===== config.mk =====
export PLATFORM = sky130hd
export DESIGN_NAME = acr_bank
export DESIGN_NICKNAME = d
export VERILOG_FILES = /design/src/hw/acr_pkg.sv /design/src/hw/acr_bank.sv /design/src/hw/acr_channel.sv
export SDC_FILE = /design/constraint.sdc
export NUM_CORES = 1
export LEC_CHECK = 0
export BUFFER_PORTS_ARGS = -buffer_cell sky130_fd_sc_hd__buf_2
export CAP_MARGIN = 20
export CORE_MARGIN = 2
export CORE_UTILIZATION = 35
export CTS_CLUSTER_SIZE = 8
export DETAILED_ROUTE_END_ITERATION = 10
export HOLD_SLACK_MARGIN = 0.02
export PLACE_DENSITY = 0.53
export SLEW_MARGIN = 20
export SYNTH_ARGS = -nofsm -noshare
export SYNTH_HDL_FRONTEND = slang
export SYNTH_SLANG_ARGS = --single-unit

===== constraint.sdc =====
create_clock -name clk -period 2.8 [get_ports clk]
set_clock_uncertainty 0.15 [all_clocks]
set_input_delay 0.56 -clock clk [delete_from_list [all_inputs] [get_ports clk]]
set_output_delay 0.56 -clock clk [all_outputs]
set_load 0.02 [all_outputs]

===== src/hw/acr_pkg.sv =====
package acr_pkg;
  localparam logic [7:0] ACR_OFS_INDEX = 8'h05;
  localparam logic [7:0] ACR_OFS_POWER = 8'h08;
  localparam logic [7:0] ACR_OFS_CLOCK = 8'h09;
  localparam logic [7:0] ACR_OFS_PLL = 8'h0A;
  localparam logic [7:0] ACR_OFS_DIVIDE = 8'h0B;
  localparam logic [7:0] ACR_OFS_TEST = 8'h0D;
  localparam logic [7:0] ACR_OFS_COMMIT = 8'hFF;
  localparam logic [7:0] ACR_RST_INDEX = 8'h03;
  localparam logic [7:0] ACR_RST_POWER = 8'h00;
  localparam logic [7:0] ACR_RST_CLOCK = 8'h01;
  localparam logic [7:0] ACR_RST_DIVIDE = 8'h00;
  localparam logic [7:0] ACR_RST_TEST = 8'h00;
  localparam logic [7:0] ACR_MASK_INDEX = 8'h03;
  localparam logic [7:0] ACR_MASK_POWER = 8'h23;
  localparam logic [7:0] ACR_MASK_CLOCK = 8'h01;
  localparam logic [7:0] ACR_MASK_DIVIDE = 8'h3F;
  localparam logic [7:0] ACR_MASK_TEST = 8'hBF;
  localparam int ACR_POS_COMMIT = 0;
  localparam int ACR_POS_PIN_FUNC = 5;
  localparam int ACR_POS_STAB = 0;
  localparam int ACR_POS_LOCK = 7;
  localparam int ACR_POS_ONCE = 7;
  localparam int ACR_POS_PN_LONG_RST = 5;
  localparam int ACR_POS_PN_SHORT_RST = 4;
  typedef enum logic [1:0] {
    ACR_PWR_NORMAL = 2'h0,
    ACR_PWR_OFF = 2'h1,
    ACR_PWR_STANDBY = 2'h2,
    ACR_PWR_RESERVED = 2'h3
  } acr_power_type;
  typedef enum logic [3:0] {
    ACR_TM_OFF = 4'h0,
    ACR_TM_MIDSCALE = 4'h1,
    ACR_TM_POS_FS = 4'h2,
    ACR_TM_NEG_FS = 4'h3,
    ACR_TM_CHECKER = 4'h4,
    ACR_TM_PN_LONG = 4'h5,
    ACR_TM_PN_SHORT = 4'h6,
    ACR_TM_TOGGLE = 4'h7,
    ACR_TM_USER = 4'h8
  } acr_test_type;
  typedef enum logic [2:0] {
    ACR_ST_IDLE = 3'h1,
    ACR_ST_COPY = 3'h2,
    ACR_ST_DONE = 3'h4
  } acr_commit_type;
endpackage


===== src/hw/acr_bank.sv =====
`timescale 1ns/100ps
`default_nettype none
module acr_bank
  import acr_pkg::*;
(
  input wire logic clk,
  input wire logic resetn,
  input wire logic wr_en,
  input wire logic rd_en,
  input wire logic [7:0] addr,
  input wire logic [7:0] wdata,
  output logic [7:0] rdata,
  output logic rvalid,
  input wire logic pdwn_pin,
  input wire logic pll_locked_pin,
  output logic stabilizer_on,
  output logic [2:0] divide_ratio,
  output logic [2:0] divide_phase,
  output logic [3:0] clock_divisor,
  output logic [1:0] power_state_a,
  output logic [1:0] power_state_b,
  output logic test_enable_a,
  output logic test_enable_b,
  output logic [3:0] test_select_a,
  output logic [3:0] test_select_b,
  output logic user_once_a,
  output logic user_once_b,
  output logic pn_long_reset_a,
  output logic pn_long_reset_b,
  output logic pn_short_reset_a,
  output logic pn_short_reset_b
);
  import acr_pkg::*;

  // ----------------------------------------
  // Pin synchronisers
  // ----------------------------------------
  logic [2:0] pdwn_sr;
  logic [2:0] lock_sr;
  logic pdwn_sync;
  logic pll_locked;

  always_ff @(posedge clk or negedge resetn) begin
    if (!resetn) begin
      pdwn_sr <= 3'h0;
      lock_sr <= 3'h0;
    end else begin
      pdwn_sr <= {pdwn_sr[1:0], pdwn_pin};
      lock_sr <= {lock_sr[1:0], pll_locked_pin};
    end
  end

  // Change counts only when stages two and three agree
  always_ff @(posedge clk or negedge resetn) begin
    if (!resetn) begin
      pdwn_sync <= 1'b0;
      pll_locked <= 1'b0;
    end else begin
      if (pdwn_sr[1] == pdwn_sr[2]) begin
        pdwn_sync <= pdwn_sr[2];
      end
      if (lock_sr[1] == lock_sr[2]) begin
        pll_locked <= lock_sr[2];
      end
    end
  end

  // ----------------------------------------
  // Global staged registers
  // ----------------------------------------
  logic [7:0] index_reg;
  logic [7:0] clock_stage;
  logic [7:0] divide_stage;
  logic [7:0] clock_active;
  logic [7:0] divide_active;
  logic commit_req;
  logic commit;
  acr_commit_type state;
  logic wr_a;
  logic wr_b;

  assign wr_a = wr_en && index_reg[0];
  assign wr_b = wr_en && index_reg[1];

  always_ff @(posedge clk or negedge resetn) begin
    if (!resetn) begin
      index_reg <= ACR_RST_INDEX;
      clock_stage <= ACR_RST_CLOCK;
      divide_stage <= ACR_RST_DIVIDE;
    end else if (wr_en) begin
      case (addr)
        ACR_OFS_INDEX: index_reg <= wdata & ACR_MASK_INDEX;
        ACR_OFS_CLOCK: clock_stage <= wdata & ACR_MASK_CLOCK;
        ACR_OFS_DIVIDE: divide_stage <= wdata & ACR_MASK_DIVIDE;
        default: ;
      endcase
    end
  end

  // ----------------------------------------
  // Transfer sequencing
  // ----------------------------------------
  // Request set wins over the self-clear
  always_ff @(posedge clk or negedge resetn) begin
    if (!resetn) begin
      commit_req <= 1'b0;
    end else if (wr_en && addr == ACR_OFS_COMMIT &&
                 wdata[ACR_POS_COMMIT]) begin
      commit_req <= 1'b1;
    end else if (state == ACR_ST_DONE) begin
      commit_req <= 1'b0;
    end
  end

  always_ff @(posedge clk or negedge resetn) begin
    if (!resetn) begin
      state <= ACR_ST_IDLE;
    end else begin
      case (state)
        ACR_ST_IDLE: begin
          if (commit_req) begin
            state <= ACR_ST_COPY;
          end
        end
        ACR_ST_COPY: state <= ACR_ST_DONE;
        ACR_ST_DONE: state <= ACR_ST_IDLE;
        default: state <= ACR_ST_IDLE;
      endcase
    end
  end

  assign commit = state == ACR_ST_COPY;

  always_ff @(posedge clk or negedge resetn) begin
    if (!resetn) begin
      clock_active <= ACR_RST_CLOCK;
      divide_active <= ACR_RST_DIVIDE;
    end else if (commit) begin
      clock_active <= clock_stage;
      divide_active <= divide_stage;
    end
  end

  // ----------------------------------------
  // Clock controls
  // ----------------------------------------
  always_ff @(posedge clk or negedge resetn) begin
    if (!resetn) begin
      stabilizer_on <= 1'b1;
      divide_ratio <= 3'h0;
      divide_phase <= 3'h0;
      clock_divisor <= 4'h1;
    end else begin
      stabilizer_on <= clock_active[ACR_POS_STAB] ||
                       (divide_active[2:0] != 3'h0);
      divide_ratio <= divide_active[2:0];
      clock_divisor <= {1'b0, divide_active[2:0]} + 4'h1;
      divide_phase <= divide_active[5:3];
    end
  end

  // ----------------------------------------
  // Channels
  // ----------------------------------------
  logic [7:0] pwr_stg_a, pwr_stg_b, tst_stg_a, tst_stg_b;
  logic [7:0] pwr_act_a, pwr_act_b, tst_act_a, tst_act_b;

  acr_channel u_chan_a (
    .clk(clk), .resetn(resetn), .stage_wr(wr_a), .stage_addr(addr),
    .stage_data(wdata), .commit(commit), .pdwn_sync(pdwn_sync),
    .power_stage(pwr_stg_a), .test_stage(tst_stg_a),
    .power_active(pwr_act_a), .test_active(tst_act_a),
    .power_state(power_state_a), .test_enable(test_enable_a),
    .test_select(test_select_a), .user_once(user_once_a),
    .pn_long_reset(pn_long_reset_a), .pn_short_reset(pn_short_reset_a)
  );

  acr_channel u_chan_b (
    .clk(clk), .resetn(resetn), .stage_wr(wr_b), .stage_addr(addr),
    .stage_data(wdata), .commit(commit), .pdwn_sync(pdwn_sync),
    .power_stage(pwr_stg_b), .test_stage(tst_stg_b),
    .power_active(pwr_act_b), .test_active(tst_act_b),
    .power_state(power_state_b), .test_enable(test_enable_b),
    .test_select(test_select_b), .user_once(user_once_b),
    .pn_long_reset(pn_long_reset_b), .pn_short_reset(pn_short_reset_b)
  );

  // ----------------------------------------
  // Read back
  // ----------------------------------------
  // Local registers read from the lowest selected channel
  always_ff @(posedge clk or negedge resetn) begin
    if (!resetn) begin
      rdata <= 8'h00;
      rvalid <= 1'b0;
    end else begin
      rvalid <= rd_en;
      if (rd_en) begin
        case (addr)
          ACR_OFS_INDEX: rdata <= index_reg;
          ACR_OFS_POWER: rdata <= index_reg[0] ? pwr_stg_a : pwr_stg_b;
          ACR_OFS_CLOCK: rdata <= clock_stage;
          ACR_OFS_PLL: rdata <= {pll_locked, 7'h00};
          ACR_OFS_DIVIDE: rdata <= divide_stage;
          ACR_OFS_TEST: rdata <= index_reg[0] ? tst_stg_a : tst_stg_b;
          ACR_OFS_COMMIT: rdata <= {7'h00, commit_req};
          default: rdata <= 8'h00;
        endcase
      end
    end
  end
endmodule
`default_nettype wire


===== src/hw/acr_channel.sv =====
`timescale 1ns/100ps
`default_nettype none
// One converter channel: staged and active local registers
module acr_channel
  import acr_pkg::*;
(
  input wire logic clk,
  input wire logic resetn,
  input wire logic stage_wr,
  input wire logic [7:0] stage_addr,
  input wire logic [7:0] stage_data,
  input wire logic commit,
  input wire logic pdwn_sync,
  output logic [7:0] power_stage,
  output logic [7:0] test_stage,
  output logic [7:0] power_active,
  output logic [7:0] test_active,
  output logic [1:0] power_state,
  output logic test_enable,
  output logic [3:0] test_select,
  output logic user_once,
  output logic pn_long_reset,
  output logic pn_short_reset
);
  always_ff @(posedge clk or negedge resetn) begin
    if (!resetn) begin
      power_stage <= ACR_RST_POWER;
      test_stage <= ACR_RST_TEST;
    end else if (stage_wr) begin
      if (stage_addr == ACR_OFS_POWER) begin
        power_stage <= stage_data & ACR_MASK_POWER;
      end
      if (stage_addr == ACR_OFS_TEST) begin
        test_stage <= stage_data & ACR_MASK_TEST;
      end
    end
  end

  always_ff @(posedge clk or negedge resetn) begin
    if (!resetn) begin
      power_active <= ACR_RST_POWER;
      test_active <= ACR_RST_TEST;
    end else if (commit) begin
      power_active <= power_stage;
      test_active <= test_stage;
    end
  end

  always_ff @(posedge clk or negedge resetn) begin
    if (!resetn) begin
      power_state <= ACR_PWR_NORMAL;
    end else if (pdwn_sync) begin
      power_state <= power_active[ACR_POS_PIN_FUNC] ? ACR_PWR_STANDBY
                                                     : ACR_PWR_OFF;
    end else begin
      if (power_active[1:0] == ACR_PWR_RESERVED) begin
        power_state <= ACR_PWR_NORMAL;
      end else begin
        power_state <= power_active[1:0];
      end
    end
  end

  always_ff @(posedge clk or negedge resetn) begin
    if (!resetn) begin
      test_enable <= 1'b0;
      test_select <= ACR_TM_OFF;
      user_once <= 1'b0;
      pn_long_reset <= 1'b0;
      pn_short_reset <= 1'b0;
    end else begin
      test_enable <= test_active[3:0] != ACR_TM_OFF;
      test_select <= test_active[3:0];
      user_once <= test_active[ACR_POS_ONCE];
      pn_long_reset <= test_active[ACR_POS_PN_LONG_RST];
      pn_short_reset <= test_active[ACR_POS_PN_SHORT_RST];
    end
  end
endmodule
`default_nettype wire


; ---- Yosys cells after proc, flatten, opt, wreduce, memory -nomap -nowiden
; Index checks and enable logic that the tools add are counted.
[classes]
add_sub_neg = 1
eq_ne = 15
mux = 13
n_reduce_logical = 16
[ops]
columns = operator, count
row1 = $pmux 8 s7, 1
row2 = $eq 8x4->1 const B, 5
row3 = $reduce_and 2->1, 7
row4 = $mux 2, 6
row5 = $eq 8x3->1 const B, 1
row6 = $eq 8x8->1 const B, 1
row7 = $mux 8, 1
row8 = $reduce_bool 4->1, 2
row9 = $mux 6, 1
row10 = $pmux 3 s2, 1
row11 = $add 3x1->4 const B, 1
row12 = $eq 2x2->1 const B, 2
row13 = $logic_and 1x1->1, 4
row14 = $eq 3x1->1 const B, 1
row15 = $eq 3x2->1 const B, 1
row16 = $eq 3x3->1 const B, 1
row17 = $mux 3, 1
row18 = $reduce_bool 3->1, 1
row19 = $eq 1x1->1, 2
row20 = $mux 1, 2
row21 = $ne 2x2->1 const B, 1
row22 = $reduce_bool 2->1, 1
row23 = $logic_or 1x1->1, 1
[word_totals]
register_bits = 108
in_bits = 22
output_inout_bits = 40
elab_cells = 82

; ---- Depth between registers and ports, before layout
[depth]
word_depth = 4
ltp_mapped = 6
ltp_nobuf = 4

; ---- Modules after synthesis
; From an unflattened synthesis, not the netlist that was laid out.
[hier_totals]
cells_unflattened = 324
hier_area_um2 = 4454.3
[modules_own_cells]
columns = mod, n_inst, cells_per_inst, area_per_inst_um2, seq_area_each_um2
row1 = acr_channel, 2, 78, 1162.4, 750.7
row2 = acr_bank, 1, 168, 2129.5, 1209.9

; ---- Least setup slack after synthesis
; OpenSTA, ideal clock, no wires.
[synth_timing]
kind = in2reg
startpoint = input addr[5]
endpoint = register u_chan_a.test_stage[0]
setup_ns = 0.125
t_arrival_ns = 2.004
t_required_ns = 2.525
path_slack_ns = 0.521
path_stages = 5
path_buffers = 1
cell_sequence = or4_4 -> nor3_4 -> and3_1 -> buf_4 -> mux2_2
[synth_between]
elab_chain_len = 2
[synth_rtl]
columns = item, line
row1 = from (decl), acr_bank.sv:10  ; input wire logic [7:0] addr,
row2 = $eq 8x4->1, acr_channel.sv:33  ; if (stage_addr == ACR_OFS_TEST) begin
row3 = $reduce_and 2->1 (no line), n/a
row4 = to (signal assigned), acr_channel.sv:34  ; test_stage <= stage_data & ACR_MASK_TEST;
row5 = to (decl), acr_channel.sv:15  ; output logic [7:0] test_stage,
; No other way between the ends.
; A chain may end at the register's enable or synchronous reset.

; ---- Final worst setup path
[layout_timing]
startpoint = input addr[5]
endpoint = register u_chan_b.test_stage[2]
[layout_between]
elab_chain_len = 2
[layout_rtl]
columns = item, line
row1 = $eq 8x4->1, acr_channel.sv:33
row2 = $reduce_and 2->1 (no line), n/a
row3 = to (signal assigned), acr_channel.sv:34
row4 = to (decl), acr_channel.sv:15
; No other way between the ends.

==> summary.md <==
| Metric | Value |
|---|---|
| Crit. End Element | `flop` |
| WL/cell | `15.9 µm` |
| Synth top area share | `61.9%` |
| P_sw | `0.662 mW` |
| Most area-consuming cells after synthesis | `dfrtp_1 (62%), mux2_2 (16%), dfstp_2 (4.6%), mux2i_1 (2.0%), nor2_1 (1.1%)` |
| Die Area | `12,400 µm²` |
| Initial antenna violation count | `0` |
| Power density cells | `620 nW/µm²` |
| Post-synth top cells | `dfrtp_1 (100), mux2_2 (58), nor2_1 (12)` |
| Max Fanout on Critical Path | `7` |
| TNS Setup | `0 ns` |
| Ys Warns | `0` |
| Yosys cell types | `40` |
| Switch share | `22.1%` |
| Worst Hold Class | `in -> reg` |
| Post-synth EDFFs | `0` |
| Routed vias | `2,300` |
| Pre-CTS setup slack | `0.325 ns` |
| First-pass GRT wire length | `12,700 µm` |
| Initial Util | `35.7%` |
| Flop2flop setup slack | `0.94 ns` |
| Placed inst area | `4530 µm²` |
| Syn Area/Cell | `15.0 µm²` |
| Post-detailed-route count of antenna-violating nets | `0` |
| Final WL | `7720 µm` |
| Clock Pin Slew Worst Setup and Hold Paths | `0.07 ns` |
| Max Clock Freq | `472 MHz` |
| Hold Violations, Final | `0` |
| Sinks on Clock Net | `107` |
| Hpwl dp | `5470 µm` |
| VDD IR max | `0.000239 V` |
| Placer Congestion | `0.742` |
| Die span in x | `111 µm` |
| Leak | `2.46 nW` |
| Time the worst path needs with I/O delays and setup | `2.12 ns` |
| Asr flop ratio synth | `100%` |
| Gate Count Post-Synth | `269` |
| Fraction of layout cells with a size suffix above 1 | `45.2%` |
| Crit Path Category | `in -> reg` |
| Fillers | `1,069` |
| Bufs on Longest Clock Path | `2` |
| Vias in the first global route | `2,355` |
| H-Tree Depth | `3` |
| Core Area | `11,300 µm²` |
| Initial DRC count | `90` |
| First drt pass iteration count | `4` |
| Clk Tree Root Cell | `clkbuf_16` |
| Arr. time, crit path | `2.20 ns` |
| Req. time, crit path | `2.88 ns` |
| Ys flop type | `dfrtp_1` |
| Clock Latency Late Sink | `0.34 ns` |
| Pint | `2.34 mW` |
| Diode count | `0` |
| Share of power burned in registers | `53.1%` |
| Clock network power share | `42.7%` |
| DR vias/cell | `4.73` |
| Register area share after synthesis | `66.5%` |
| Status | `finished clean` |
| GRT Overall Usage | `13.2%` |
| CTS tree | `built` |
| Unrepaired setup endpoints after global routing | `false` |
| Syn Nets | `293` |
| DRC | `0` |
| Largest net degree at the start of global routing | `38` |
| Final period util | `75.7%` |
| Mapped Area | `4040 µm²` |
| I/O pin count | `62` |
| Worst setup margin | `0.679 ns` |
| Area growth from synthesis to layout | `19.8%` |
| Most common cell in the netlist | `dfrtp_1` |
| Gr ovfl total | `0` |
| Chip height | `111 µm` |
| Startpoint types | `input pin` |
| Seq cells post-synth | `107` |
| CTS buffer count | `9` |
| Port Buf Inserts | `59` |
| Postcts setup bufs | `0` |
| Std-Cell Rows | `39` |
| CP max-delay cell | `or4_4` |
| Area leader, netlist | `dfrtp_1` |
| Nets | `362` |
| Max cap viols | `0` |
| CP peak stage delay | `0.60 ns` |
| CTS-repair resized insts | `0` |
| Cell area after layout | `4840 µm²` |
| Max Slew Vio Count | `0` |
| Worst-path cell chain | `buf_2 -> or4_4 -> nor3_4 -> and3_1 -> buf_4 -> mux2_2` |
| Final Setup Violations | `0` |
| Hold Slack | `0.172 ns` |
| Combinational power share | `4.2%` |
==> what timing repair did <==
item / CTS / global route
hold buffers: 1 / 0
setup endpoints to repair: 0 / 0
hold endpoints to repair: 26 / 0
==> critical path: cells and delay by family <==
kind,cells,cell delay [ns]
buf+inv,2,0.27
simple gates,3,1.02
mux,1,0.34
==> cells in the final DEF, fill, tap and decap left out, types with 2 or more instances in the layout <==
| cell | netlist | layout |
|---|---|---|
| o21ai_0 | 6 | 6 |
| buf_4 | 4 | 10 |
| a22o_1 | 2 | 2 |
| nor3_1 | 2 | 2 |
| inv_1 | 7 | 7 |
| nand2b_1 | 3 | 3 |
| mux2_2 | 58 | 58 |
| nand3_1 | 2 | 2 |
| a21oi_1 | 5 | 5 |
| clkinvlp_4 | 0 | 3 |
| or4_1 | 2 | 2 |
| o2bb2ai_1 | 2 | 2 |
| nand2_1 | 7 | 7 |
| ha_1 | 2 | 2 |
| nand4_1 | 4 | 4 |
| nor2_1 | 12 | 12 |
| dfrtp_1 | 100 | 100 |
| and3_1 | 4 | 4 |
| clkbuf_16 | 0 | 9 |
| a22oi_1 | 4 | 4 |
| buf_2 | 0 | 58 |
| nor3_4 | 2 | 2 |
| dfstp_2 | 7 | 7 |
| maj3_1 | 2 | 2 |
| mux2i_1 | 8 | 8 |
==> area by class of cell <==
cell class / count / area [µm²] / area share [%]
well taps: 143 / 179 / 3.70
clock inverters: 5 / 61.3 / 1.27
repair buffers: 70 / 395 / 8.17
inverters: 7 / 26.3 / 0.543
multi-input cells: 143 / 1250 / 25.8
clock buffers: 11 / 243 / 5.01
flip-flops and latches: 107 / 2690 / 55.5
==> final timing paths <==
path,start,endpoint,cells past startpoint
hold reg to reg,lock_sr[0]$_DFF_PN0_,lock_sr[1]$_DFF_PN0_,0
min in group asynchronous,resetn,u_chan_b.user_once$_DFF_PN0_,2
setup / recovery,addr[5],u_chan_b.test_stage[2]$_DFFE_PN0P_,6
max in group asynchronous,resetn,state[0]$_DFFE_PN1P_,3
hold / removal,pll_locked_pin,lock_sr[0]$_DFF_PN0_,1
setup reg to reg,index_reg[0]$_DFFE_PN1P_,rdata[1]$_DFFE_PN0P_,4
==> cells by family (layout without fill, tap and decap cells) <==
kind of cell             count (synthesis)  after routing  share of synthesized area, %
multiplexers                            66             66                          18.1
AND/OR/NAND/NOR                         46             46                          7.09
AO/OA/AOI/OAI                           25             25                          4.18
flip-flops                             107            107                          66.5
other                                    1              1                        0.0928
buffers and inverters                   19             93                          2.69
adder cells (fa/ha/maj)                  4              4                          1.11
XOR/XNOR                                 1              1                         0.217
==> metal layers <==
layer | wire, µm | track usage, % | up-vias
met1 | 3550 | 17.4 | 1160
met2 | 3790 | 21.1 | 35
met4 | 91 | 4.44 | 0
met5 | 0 | 0 | -
li1 | - | - | 1099
met3 | 291 | 3.86 | 6
==> through the flow <==
stage	utilization [%]	total power, mW	instances
finish	42.8	3.00	486
global route	42.8	3.13	486
CTS	42.8	3.04	486
detailed placement	40.0	1.75	469
global placement	40.0	1.75	469
floorplan	-	1.68	269
==> power groups by stage <==
| stage | Clock [mW] | Sequential, mW | Combinational, mW |
|---|---|---|---|
| floorplan | 0 | 1.62 | 0.0523 |
| global placement | 0 | 1.62 | 0.128 |
| detailed placement | 0 | 1.62 | 0.130 |
| CTS | 1.31 | 1.59 | 0.132 |
| global route | 1.39 | 1.60 | 0.143 |
| finish | 1.28 | 1.59 | 0.127 |
No activity file was read; power rests on OpenSTA's default activity.
